## src/rtl/inverter_link_defines.vh

```
`ifndef INVERTER_LINK_DEFINES_VH
`define INVERTER_LINK_DEFINES_VH

// register byte offsets
`define REG_CTRL        8'h00
`define REG_AC_STAT     8'h04
`define REG_INV_STAT    8'h08
`define REG_LOAD_BATT   8'h0C
`define REG_STATUS      8'h10
`define REG_INT_STAT    8'h14
`define REG_INT_MASK    8'h18

// reset values and field layout
`define BAUD_SEL_DEFAULT 3'h3
`define BAUD_SEL_MAX     3'h4
`define AC_STAT_USED     8'hDA
`define INV_STAT_USED    8'hF7
`define AC_FREQ_OK_BIT   7
`define INV_OTP_BIT      4
`define INV_OLP_BIT      2
`define INV_OVP_BIT      1
`define INV_UVP_BIT      0
`define EV_CMD_OK        0
`define EV_CMD_DROP      1
`define EV_REPLY_DONE    2
`define EV_FRAME_ERR     3
`define EV_WIDTH         4

// baud rates selected by codes 0 to 4
`define BAUD_0 1200
`define BAUD_1 2400
`define BAUD_2 4800
`define BAUD_3 9600
`define BAUD_4 19200

// characters and query texts
`define CHAR_CR     8'h0D
`define CHAR_LF     8'h0A
`define CMD_LEN     4'h7
`define LEN_POISON  4'hF
`define CMD_AC      56'h5155525920303F
`define CMD_LOAD    56'h5155525920313F
`define CMD_INV     56'h5155525920323F
`define HEX_DIGIT0  8'h30
`define HEX_ALPHA_A 8'h37
`define REPLY_LAST  2'h3

// indicator timing in milliseconds, as counter bits
`define MS_CNT_W      11
`define BLINK_FAST_B  7
`define BLINK_SLOW_B  9
`define BLINK_GAP_B   10

`endif

```

## src/rtl/serial_rx.v

```verilog
`timescale 1ns/10ps
`default_nettype none
module serial_rx (
  // clock and reset
  input  wire        core_clk,
  input  wire        resetn,
  input  wire        ce,
  // bit timing
  input  wire [15:0] divisor,
  // line and received byte
  input  wire        rxd,
  output reg  [7:0]  data_q,
  output reg         valid_q,
  output reg         frame_err_q
);
  reg [15:0] cnt_q;
  reg [3:0]  bit_q;
  reg        busy_q;
  reg [7:0]  sh_q;

  always @(posedge core_clk or negedge resetn) begin
    if (!resetn) begin
      cnt_q       <= 16'h0000;
      bit_q       <= 4'h0;
      busy_q      <= 1'b0;
      sh_q        <= 8'h00;
      data_q      <= 8'h00;
      valid_q     <= 1'b0;
      frame_err_q <= 1'b0;
    end else if (ce) begin
      valid_q     <= 1'b0;
      frame_err_q <= 1'b0;
      if (!busy_q) begin
        if (!rxd) begin
          // first sample lands in the middle of the start bit
          busy_q <= 1'b1;
          bit_q  <= 4'h0;
          cnt_q  <= {1'b0, divisor[15:1]};
        end
      end else if (cnt_q != 16'h0000) begin
        cnt_q <= cnt_q - 16'h0001;
      end else begin
        cnt_q <= divisor - 16'h0001;
        bit_q <= bit_q + 4'h1;
        if (bit_q == 4'h0) begin
          if (rxd) busy_q <= 1'b0;
        end else if (bit_q == 4'h9) begin
          busy_q <= 1'b0;
          if (rxd) begin
            data_q  <= sh_q;
            valid_q <= 1'b1;
          end else begin
            frame_err_q <= 1'b1;
          end
        end else begin
          sh_q <= {rxd, sh_q[7:1]};
        end
      end
    end
  end
endmodule // serial_rx
`default_nettype wire

```

## src/rtl/serial_tx.v

```verilog
`timescale 1ns/10ps
`default_nettype none
module serial_tx (
  // clock and reset
  input  wire        core_clk,
  input  wire        resetn,
  input  wire        ce,
  // bit timing
  input  wire [15:0] divisor,
  // byte request
  input  wire        start,
  input  wire [7:0]  data,
  output wire        ready,
  // line
  output reg         txd_q
);
  reg [15:0] cnt_q;
  reg [3:0]  bit_q;
  reg        busy_q;
  reg [8:0]  sh_q;

  assign ready = !busy_q;

  always @(posedge core_clk or negedge resetn) begin
    if (!resetn) begin
      cnt_q  <= 16'h0000;
      bit_q  <= 4'h0;
      busy_q <= 1'b0;
      sh_q   <= 9'h1FF;
      txd_q  <= 1'b1;
    end else if (ce) begin
      if (!busy_q) begin
        if (start) begin
          // start bit, eight data bits lsb first, one stop bit
          busy_q <= 1'b1;
          txd_q  <= 1'b0;
          sh_q   <= {1'b1, data};
          bit_q  <= 4'h0;
          cnt_q  <= divisor - 16'h0001;
        end
      end else if (cnt_q != 16'h0000) begin
        cnt_q <= cnt_q - 16'h0001;
      end else if (bit_q == 4'h9) begin
        busy_q <= 1'b0;
      end else begin
        txd_q  <= sh_q[0];
        sh_q   <= {1'b1, sh_q[8:1]};
        bit_q  <= bit_q + 4'h1;
        cnt_q  <= divisor - 16'h0001;
      end
    end
  end
endmodule // serial_tx
`default_nettype wire

```

## src/rtl/inverter_ascii_status_link.v

```verilog
`timescale 1ns/10ps
`default_nettype none
`include "inverter_link_defines.vh"
// Contract
// - every command and reply ends with carriage return then line feed
// - link defaults to 9600 baud, eight data bits, no parity, one stop bit
// - host parameters are integers; replies are ascii integer, hex or real text
// - ac status query gets two status characters plus terminator
// - each status character is one hex digit; first flag is its msb
// - first ac digit: freq ok, ac/dc source, reserved, processor supply fault
// - second ac digit: soft reset, inverter damage, grid voltage ok, reserved; the code masks the inverter damage bit to zero
// - load and battery reply: load in ten-percent bands, then scaled battery level
// - first inverter digit: overload, overvoltage, undervoltage alarms, over-temperature
// - second inverter digit: reserved, overload, input overvoltage, input undervoltage protect
// - over-temperature protection gives intermittent red blinking
// - input overvoltage protection gives fast red blinking
// - input undervoltage protection gives slow red blinking
// - ac source not synchronized gives intermittent red blinking
// - short circuit or overload keeps the red indicator solid on
// - baud codes 0 to 4 select 1200, 2400, 4800, 9600, 19200
module inverter_ascii_status_link #(
  parameter CLK_HZ       = 50000000,
  parameter CYCLES_PER_MS = 50000
) (
  // clock, reset, enable
  input  wire        core_clk,
  input  wire        resetn,
  input  wire        ce,
  // apb slave
  input  wire        psel,
  input  wire        penable,
  input  wire        pwrite,
  input  wire [7:0]  paddr,
  input  wire [31:0] pwdata,
  output wire        pready,
  output reg  [31:0] prdata,
  output wire        pslverr,
  // serial link
  input  wire        rxd,
  output wire        txd,
  // indicator and interrupt
  output reg         red_led,
  output wire        irq
);
  // host commands are bare ascii text; no integer parameter is needed here

  // baud divisors, cut to the bit-timer width
  localparam integer DIV_0 = CLK_HZ / `BAUD_0;
  localparam integer DIV_1 = CLK_HZ / `BAUD_1;
  localparam integer DIV_2 = CLK_HZ / `BAUD_2;
  localparam integer DIV_3 = CLK_HZ / `BAUD_3;
  localparam integer DIV_4 = CLK_HZ / `BAUD_4;

  function [15:0] baud_div;
    input [2:0] sel;
    begin
      case (sel)
        3'h0:    baud_div = DIV_0[15:0];
        3'h1:    baud_div = DIV_1[15:0];
        3'h2:    baud_div = DIV_2[15:0];
        3'h3:    baud_div = DIV_3[15:0];
        3'h4:    baud_div = DIV_4[15:0];
        default: baud_div = DIV_3[15:0];
      endcase
    end
  endfunction

  // one nibble to an upper-case ascii hex character
  function [7:0] hex_char;
    input [3:0] nib;
    begin
      if (nib < 4'hA)
        hex_char = `HEX_DIGIT0 + {4'h0, nib};
      else
        hex_char = `HEX_ALPHA_A + {4'h0, nib};
    end
  endfunction

  // status byte to two hex digits and the line terminator
  function [31:0] reply_word;
    input [7:0] v;
    begin
      reply_word = {hex_char(v[7:4]), hex_char(v[3:0]), `CHAR_CR, `CHAR_LF};
    end
  endfunction

  function reg_hit;
    input [7:0] a;
    begin
      reg_hit = (a == `REG_CTRL) || (a == `REG_AC_STAT) || (a == `REG_INV_STAT) ||
                (a == `REG_LOAD_BATT) || (a == `REG_STATUS) ||
                (a == `REG_INT_STAT) || (a == `REG_INT_MASK);
    end
  endfunction

  localparam ST_IDLE = 1'b0;
  localparam ST_SEND = 1'b1;
  // last query kinds shown in status
  localparam [1:0] LAST_AC   = 2'h1;
  localparam [1:0] LAST_LOAD = 2'h2;
  localparam [1:0] LAST_INV  = 2'h3;

  // software registers
  reg  [2:0]  baud_sel_q;
  reg  [7:0]  ac_stat_q;
  reg  [7:0]  inv_stat_q;
  reg  [7:0]  load_batt_q;
  reg  [`EV_WIDTH-1:0] int_stat_q;
  reg  [`EV_WIDTH-1:0] int_stat_d;
  reg  [`EV_WIDTH-1:0] int_mask_q;
  // receive parser
  reg  [55:0] line_q;
  reg  [3:0]  len_q;
  reg         cr_q;
  reg  [1:0]  last_cmd_q;
  // reply engine
  reg         state_q;
  reg  [31:0] reply_q;
  reg  [1:0]  idx_q;
  // indicator timing
  reg  [15:0] pre_q;
  reg  [`MS_CNT_W-1:0] ms_q;

  wire [15:0] divisor;
  wire [7:0]  rx_data;
  wire        rx_valid;
  wire        rx_ferr;
  wire        tx_ready;
  wire        tx_start;
  wire        setup;
  wire        access;
  wire        wr_en;
  wire        rd_stat;
  wire        got_line;
  wire        cmd_ac;
  wire        cmd_load;
  wire        cmd_inv;
  wire        cmd_known;
  wire        cmd_take;
  wire        cmd_drop;
  wire        reply_done;
  wire        led_solid;
  wire        led_fast;
  wire        led_slow;
  wire        led_inter;
  wire        led_d;
  wire        ms_tick;
  wire        lf_seen;
  wire [7:0]  status_bits;

  assign divisor = baud_div(baud_sel_q);

  serial_rx u_rx (
    .core_clk    (core_clk),
    .resetn      (resetn),
    .ce          (ce),
    .divisor     (divisor),
    .rxd         (rxd),
    .data_q      (rx_data),
    .valid_q     (rx_valid),
    .frame_err_q (rx_ferr)
  );

  serial_tx u_tx (
    .core_clk (core_clk),
    .resetn   (resetn),
    .ce       (ce),
    .divisor  (divisor),
    .start    (tx_start),
    .data     (reply_q[31:24]),
    .ready    (tx_ready),
    .txd_q    (txd)
  );

  // apb decode: zero wait states, read data captured in the setup cycle
  assign setup   = psel && !penable;
  assign access  = psel && penable;
  assign pready  = 1'b1;
  assign pslverr = access && !reg_hit(paddr);
  assign wr_en   = ce && access && pwrite;
  assign rd_stat = ce && access && !pwrite && (paddr == `REG_INT_STAT);
  // status word for software
  assign status_bits = {red_led, !tx_ready, state_q, cr_q, (len_q == 4'h0), 1'b0, last_cmd_q};

  always @(posedge core_clk or negedge resetn) begin
    if (!resetn) begin
      prdata <= 32'h00000000;
    end else if (ce && setup) begin
      case (paddr)
        `REG_CTRL:      prdata <= {29'h0, baud_sel_q};
        `REG_AC_STAT:   prdata <= {24'h0, ac_stat_q};
        `REG_INV_STAT:  prdata <= {24'h0, inv_stat_q};
        `REG_LOAD_BATT: prdata <= {24'h0, load_batt_q};
        `REG_STATUS:    prdata <= {24'h0, status_bits};
        `REG_INT_STAT:  prdata <= {28'h0, int_stat_q};
        `REG_INT_MASK:  prdata <= {28'h0, int_mask_q};
        default:        prdata <= 32'h00000000;
      endcase
    end
  end

  always @(posedge core_clk or negedge resetn) begin
    if (!resetn) begin
      baud_sel_q  <= `BAUD_SEL_DEFAULT;
      ac_stat_q   <= 8'h00;
      inv_stat_q  <= 8'h00;
      load_batt_q <= 8'h00;
      int_mask_q  <= {`EV_WIDTH{1'b0}};
    end else if (wr_en) begin
      case (paddr)
        `REG_CTRL: begin
          if (pwdata[2:0] <= `BAUD_SEL_MAX) baud_sel_q <= pwdata[2:0];
        end
        `REG_AC_STAT:   ac_stat_q   <= pwdata[7:0] & `AC_STAT_USED;
        `REG_INV_STAT:  inv_stat_q  <= pwdata[7:0] & `INV_STAT_USED;
        `REG_LOAD_BATT: load_batt_q <= pwdata[7:0];
        `REG_INT_MASK:  int_mask_q  <= pwdata[`EV_WIDTH-1:0];
        default:        int_mask_q  <= int_mask_q;
      endcase
    end
  end

  // line parser: act only on cr then lf after exactly the query text
  assign lf_seen   = rx_valid && (rx_data == `CHAR_LF);
  assign got_line  = lf_seen && cr_q && (len_q == `CMD_LEN);
  assign cmd_ac    = (line_q == `CMD_AC);
  assign cmd_load  = (line_q == `CMD_LOAD);
  assign cmd_inv   = (line_q == `CMD_INV);
  assign cmd_known = cmd_ac || cmd_load || cmd_inv;
  assign cmd_take  = got_line && cmd_known && (state_q == ST_IDLE);
  assign cmd_drop  = lf_seen && !cmd_take;

  always @(posedge core_clk or negedge resetn) begin
    if (!resetn) begin
      line_q     <= 56'h0;
      len_q      <= 4'h0;
      cr_q       <= 1'b0;
      last_cmd_q <= 2'h0;
    end else if (ce && rx_valid) begin
      if (rx_data == `CHAR_LF) begin
        len_q <= 4'h0;
        cr_q  <= 1'b0;
        if (cmd_take) last_cmd_q <= cmd_ac ? LAST_AC : (cmd_load ? LAST_LOAD : LAST_INV);
      end else if (rx_data == `CHAR_CR) begin
        cr_q <= 1'b1;
      end else begin
        line_q <= {line_q[47:0], rx_data};
        cr_q   <= 1'b0;
        if (cr_q || len_q == `LEN_POISON)
          len_q <= `LEN_POISON;
        else
          len_q <= len_q + 4'h1;
      end
    end
  end

  // reply engine: two hex digits, carriage return, line feed
  assign tx_start   = (state_q == ST_SEND) && tx_ready;
  assign reply_done = tx_start && (idx_q == `REPLY_LAST);

  always @(posedge core_clk or negedge resetn) begin
    if (!resetn) begin
      state_q <= ST_IDLE;
      reply_q <= 32'h00000000;
      idx_q   <= 2'h0;
    end else if (ce) begin
      case (state_q)
        ST_IDLE: begin
          if (cmd_take) begin
            state_q <= ST_SEND;
            idx_q   <= 2'h0;
            if (cmd_ac)
              reply_q <= reply_word(ac_stat_q);
            else if (cmd_load)
              reply_q <= reply_word(load_batt_q);
            else
              reply_q <= reply_word(inv_stat_q);
          end
        end
        ST_SEND: begin
          if (tx_start) begin
            reply_q <= {reply_q[23:0], 8'h00};
            idx_q   <= idx_q + 2'h1;
            if (idx_q == `REPLY_LAST) state_q <= ST_IDLE;
          end
        end
        default: state_q <= ST_IDLE;
      endcase
    end
  end

  // interrupt status: a read clears only the bits it returned; set wins
  always @* begin
    int_stat_d = int_stat_q & ~(rd_stat ? prdata[`EV_WIDTH-1:0] : {`EV_WIDTH{1'b0}});
    int_stat_d[`EV_CMD_OK]     = int_stat_d[`EV_CMD_OK] | cmd_take;
    int_stat_d[`EV_CMD_DROP]   = int_stat_d[`EV_CMD_DROP] | cmd_drop;
    int_stat_d[`EV_REPLY_DONE] = int_stat_d[`EV_REPLY_DONE] | reply_done;
    int_stat_d[`EV_FRAME_ERR]  = int_stat_d[`EV_FRAME_ERR] | rx_ferr;
  end

  always @(posedge core_clk or negedge resetn) begin
    if (!resetn)
      int_stat_q <= {`EV_WIDTH{1'b0}};
    else if (ce)
      int_stat_q <= int_stat_d;
  end

  assign irq = |(int_stat_q & int_mask_q);

  // millisecond timebase for the indicator
  assign ms_tick = (pre_q == CYCLES_PER_MS[15:0] - 16'h0001);

  always @(posedge core_clk or negedge resetn) begin
    if (!resetn) begin
      pre_q <= 16'h0000;
      ms_q  <= {`MS_CNT_W{1'b0}};
    end else if (ce) begin
      if (ms_tick) begin
        pre_q <= 16'h0000;
        ms_q  <= ms_q + {{(`MS_CNT_W-1){1'b0}}, 1'b1};
      end else begin
        pre_q <= pre_q + 16'h0001;
      end
    end
  end

  // indicator priority: solid, fast, slow, intermittent
  assign led_solid = inv_stat_q[`INV_OLP_BIT];
  assign led_fast  = inv_stat_q[`INV_OVP_BIT];
  assign led_slow  = inv_stat_q[`INV_UVP_BIT];
  assign led_inter = inv_stat_q[`INV_OTP_BIT] || !ac_stat_q[`AC_FREQ_OK_BIT];
  assign led_d = led_solid ? 1'b1 :
                 led_fast  ? ms_q[`BLINK_FAST_B] :
                 led_slow  ? ms_q[`BLINK_SLOW_B] :
                 led_inter ? (ms_q[`BLINK_FAST_B] && !ms_q[`BLINK_GAP_B]) : 1'b0;

  always @(posedge core_clk or negedge resetn) begin
    if (!resetn)
      red_led <= 1'b0;
    else if (ce)
      red_led <= led_d;
  end
endmodule // inverter_ascii_status_link
`default_nettype wire

```

## config.mk

```make
export PLATFORM = sky130hd
export DESIGN_NAME = inverter_ascii_status_link
export DESIGN_NICKNAME = d
export VERILOG_FILES = /design/src/rtl/serial_rx.v /design/src/rtl/serial_tx.v /design/src/rtl/inverter_ascii_status_link.v
export VERILOG_INCLUDE_DIRS = /design/src /design/src/rtl
export SDC_FILE = /design/constraint.sdc
export NUM_CORES = 1
export LEC_CHECK = 0
export BUFFER_PORTS_ARGS = -buffer_cell sky130_fd_sc_hd__buf_2
export CAP_MARGIN = 20
export CORE_MARGIN = 2
export CORE_UTILIZATION = 63
export DETAILED_ROUTE_END_ITERATION = 6
export PLACE_DENSITY = 0.79
export SLEW_MARGIN = 20
export SYNTH_ARGS = -nofsm -noshare
export SYNTH_HDL_FRONTEND = slang
export SYNTH_SLANG_ARGS = --single-unit
```

## constraint.sdc

```tcl
create_clock -name core_clk -period 6 [get_ports core_clk]
set_input_delay 0.6 -clock core_clk [delete_from_list [all_inputs] [get_ports core_clk]]
set_output_delay 0.6 -clock core_clk [all_outputs]
set_load 0.1 [all_outputs]
```

==> key figures <==
Status
  – Outcome: finished clean

Timing
  – Tcrit/Tclk final: 0.6205
  – RSZ-0062 raised after global routing: false
  – Slew @ Worst Pin: between 1 and 1.5 ns
  – Max-slew violation count: 0
  – Setup WS post-layout: approximately 2.3 ns
  – Final hold viol count: 0
  – Skew final: 0.008829 ns
  – TNS Setup: 0 ns
  – Slew margin rel.: 0.2852
  – Max Freq: between 0.2 and 0.3 GHz
  – # setup viols final: 0
  – Tmin final: 3.723 ns

Synth
  – Post-synth top cells: 208 x dfrtp_1, 120 x nand2_1, 104 x mux2_2
  – Post-synth EDFFs: 0
  – Mapped Cells: 1134
  – Leading area contributor after synthesis: dfrtp_1
  – Top-area cell type share of the netlist area: 0.4592
  – Mux contribution to synthesized area: 0.1166
  – Largest family of logic cells by synthesized area: simple AND/OR/NAND/NOR gates
  – Yosys reg bits: 219
  – Post-synth top flop: dfrtp_1
  – Synth area leaders: dfrtp_1 46%, mux2_2 10%, nand2_1 4.0%
  – Synth Area in Compound Gates: 0.1473
  – Average cell area after synthesis: roughly 10 um2
  – Yosys cell types: 79
  – Adder-cell share of the synthesized area: 0.02097
  – Synth async-reset ratio: 1.000
  – Post-Synth Simple-Gate Area: 0.1562
  – Top-count cell post-synth: dfrtp_1
  – Seq/Total Area, Yosys: 0.4847
  – Yosys warns: 0
  – Post-synthesis cell area: approximately 0.011 mm2
  – Synth Area in XOR/XNOR: 0.02473

Route
  – Routed vias: roughly 9000
  – DR WL/cell: ~18 um
  – Post-route DRC: 0
  – DRT Wirelength: 24.89 mm
  – Initial drt markers: ~900
  – Via density: ~6.3
  – DR pass1 iterations: 5
  – Number of routed nets with antenna violations: 0

Critical path
  – Crit path launch type: flop
  – Worst Path Required: approximately 6.4 ns
  – WS Path Type: flop to flop
  – R2R Path Start: state_q
  – WP data arrival: 4.11 ns
  – Critical Path End Type: flop
  – Reg-to-reg slack, setup: between 2 and 2.5 ns
  – Worst-path maximum fanout: 31
  – Reg-to-reg endpoint: reply_q[17]
  – R2R cell count: 6

Clock network
  – Clk_lat worst skew: 0.51 ns
  – Postcts setup bufs: 0
  – CTS tree: yes
  – Clock transition at the registers of the reported paths: 0.06 ns
  – # clock sinks: 219
  – Hold Buf Count CTS: 0
  – Resized Gates After CTS: 0
  – Clock buffer depth: 3
  – CTS root buffer: clkbuf_16
  – Htree depth: 1
  – TritonCTS Buffers: 24

Power and ir drop
  – Power Density: 294.3 mW/mm2
  – Peak VDD IR: around 0.27 mV
  – LEAKAGE: 5.731 nW
  – Total power: 3.644 mW

Finish
  – # diodes: 0
  – Core Util, Final: 0.6963
  – Fraction of layout cells with a size suffix above 1: 0.1805
  – Register area: between 0.005 and 0.006 mm2
  – Final Instance Area: 0.01238 mm2
  – Multi-input gate area: approximately 0.0054 mm2
  – Fin nets: between 1000 and 1500
  – Fillers: around 1400
  – Area Growth Syn to Fin: 9.228%

Placement
  – Placed Area: 0.01158 mm2
  – Dpl hpwl: ~17 mm
  – Input/output buffers: 34
  – Worst slack at placement: around 2.4 ns
  – Routability cong.: roughly 0.93

Die
  – Die width: around 140 um
  – Initial Util: 0.6375
  – Io pins: 84
  – CORE AREA: around 0.018 mm2
  – Num rows: 49
  – Die area: roughly 0.019 mm2
  – Die height: 138.1 um

Hold path
  – HP Class: primary input to async pin

Global route
  – Initial antenna violation count: 0
  – Gr usage total: 0.2623
  – Pin count of the biggest net entering global routing: about 110
  – Global-route wire length before repair: between 40 and 50 mm
  – Vias in the first global route: around 8300
  – Total grt overflow: 0

Run
  – Number of max-cap violations: 0
## cells by family (layout without fill, tap and decap cells)
group                      after synthesis  count (layout)
and+or+nand+nor                        354             354
muxes                                  119             119
AOI/OAI and AO/OA                      271             271
DFF                                    219             219
other                                    2              25
buffers and inverters                  118             130
xor gates and xnor gates                32              32
adders and majority gates               19              19
## worst max-delay path: stages, from the launching register on
cell	delay, ns
dfrtp_1	0.71
inv_1	0.44
nand3_1	0.12
a2111oi_0	0.72
nand4_2	0.56
nand2_1	0.63
mux2_2	0.40
## through the flow
stage,std cells,hold WS (ns)
6_report,1398,0.1278
5_1_grt,1398,0.2021
4_1_cts,1398,0.1681
3_5_place_dp,1357,0.4495
3_3_place_gp,1357,0.4414
2_1_floorplan,1157,0.3044
## routing by layer
layer,up-vias,routed length [um],GRT usage
li1,4085,-,-
met1,4357,11020,0.3721
met2,266,11940,0.4255
met3,57,1174,0.03533
met4,0,762,0.08324
met5,-,0,0
## layout by cell type (no fill, tap or decap), types with 14 or more instances in the layout
master,n
dfrtp_1,208
nand2_1,120
mux2_2,104
o21ai_0,83
nor2_1,78
a21oi_1,76
inv_1,48
buf_2,33
nor3_1,31
nand3_1,25
conb_1,25
clkbuf_16,25
xnor2_1,21
ha_1,19
nand4_1,16
mux2i_1,15
a31oi_1,14
## layout make-up
type	instances	share of cell area
Sequential cell	219	0.4438
Multi-Input combinational cell	820	0.4356
Clock buffer	33	0.05862
Tap cell	229	0.02314
Timing Repair Buffer	41	0.01880
Inverter	48	0.01455
Clock inverter	8	0.005558
## power breakdown
| group | internal, mW | switching, mW |
|---|---|---|
| clock | 0.882 | 0.571 |
| sequential | 1.58 | 0.129 |
| combinational | 0.158 | 0.326 |
## flip-flops by register name, indices dropped and copies added (netlist names), 3 cells and up
name         count
line_q          56
reply_q         17
pre_q           16
u_rx.cnt_q      16
u_tx.cnt_q      16
ms_q            11
load_batt_q      8
prdata           8
u_rx.data_q      8
u_rx.sh_q        8
u_tx.sh_q        8
inv_stat_q       7
ac_stat_q        5
int_mask_q       4
int_stat_q       4
len_q            4
u_rx.bit_q       4
u_tx.bit_q       4
baud_sel_q       3
## worst max path at each step
| stage | slack (ns) | from | to | cells after the start |
|---|---|---|---|---|
| floorplan | 3.10 | paddr[1] | pslverr | 2 |
| global placement | 2.50 | line_q[31] | reply_q[25] | 6 |
| detailed placement | 2.39 | line_q[31] | reply_q[29] | 6 |
| CTS | 2.33 | state_q | reply_q[29] | 6 |
| global route | 2.03 | state_q | reply_q[11] | 6 |
| finish | 2.28 | state_q | reply_q[17] | 6 |
Power figures use the tool's default switching activity.
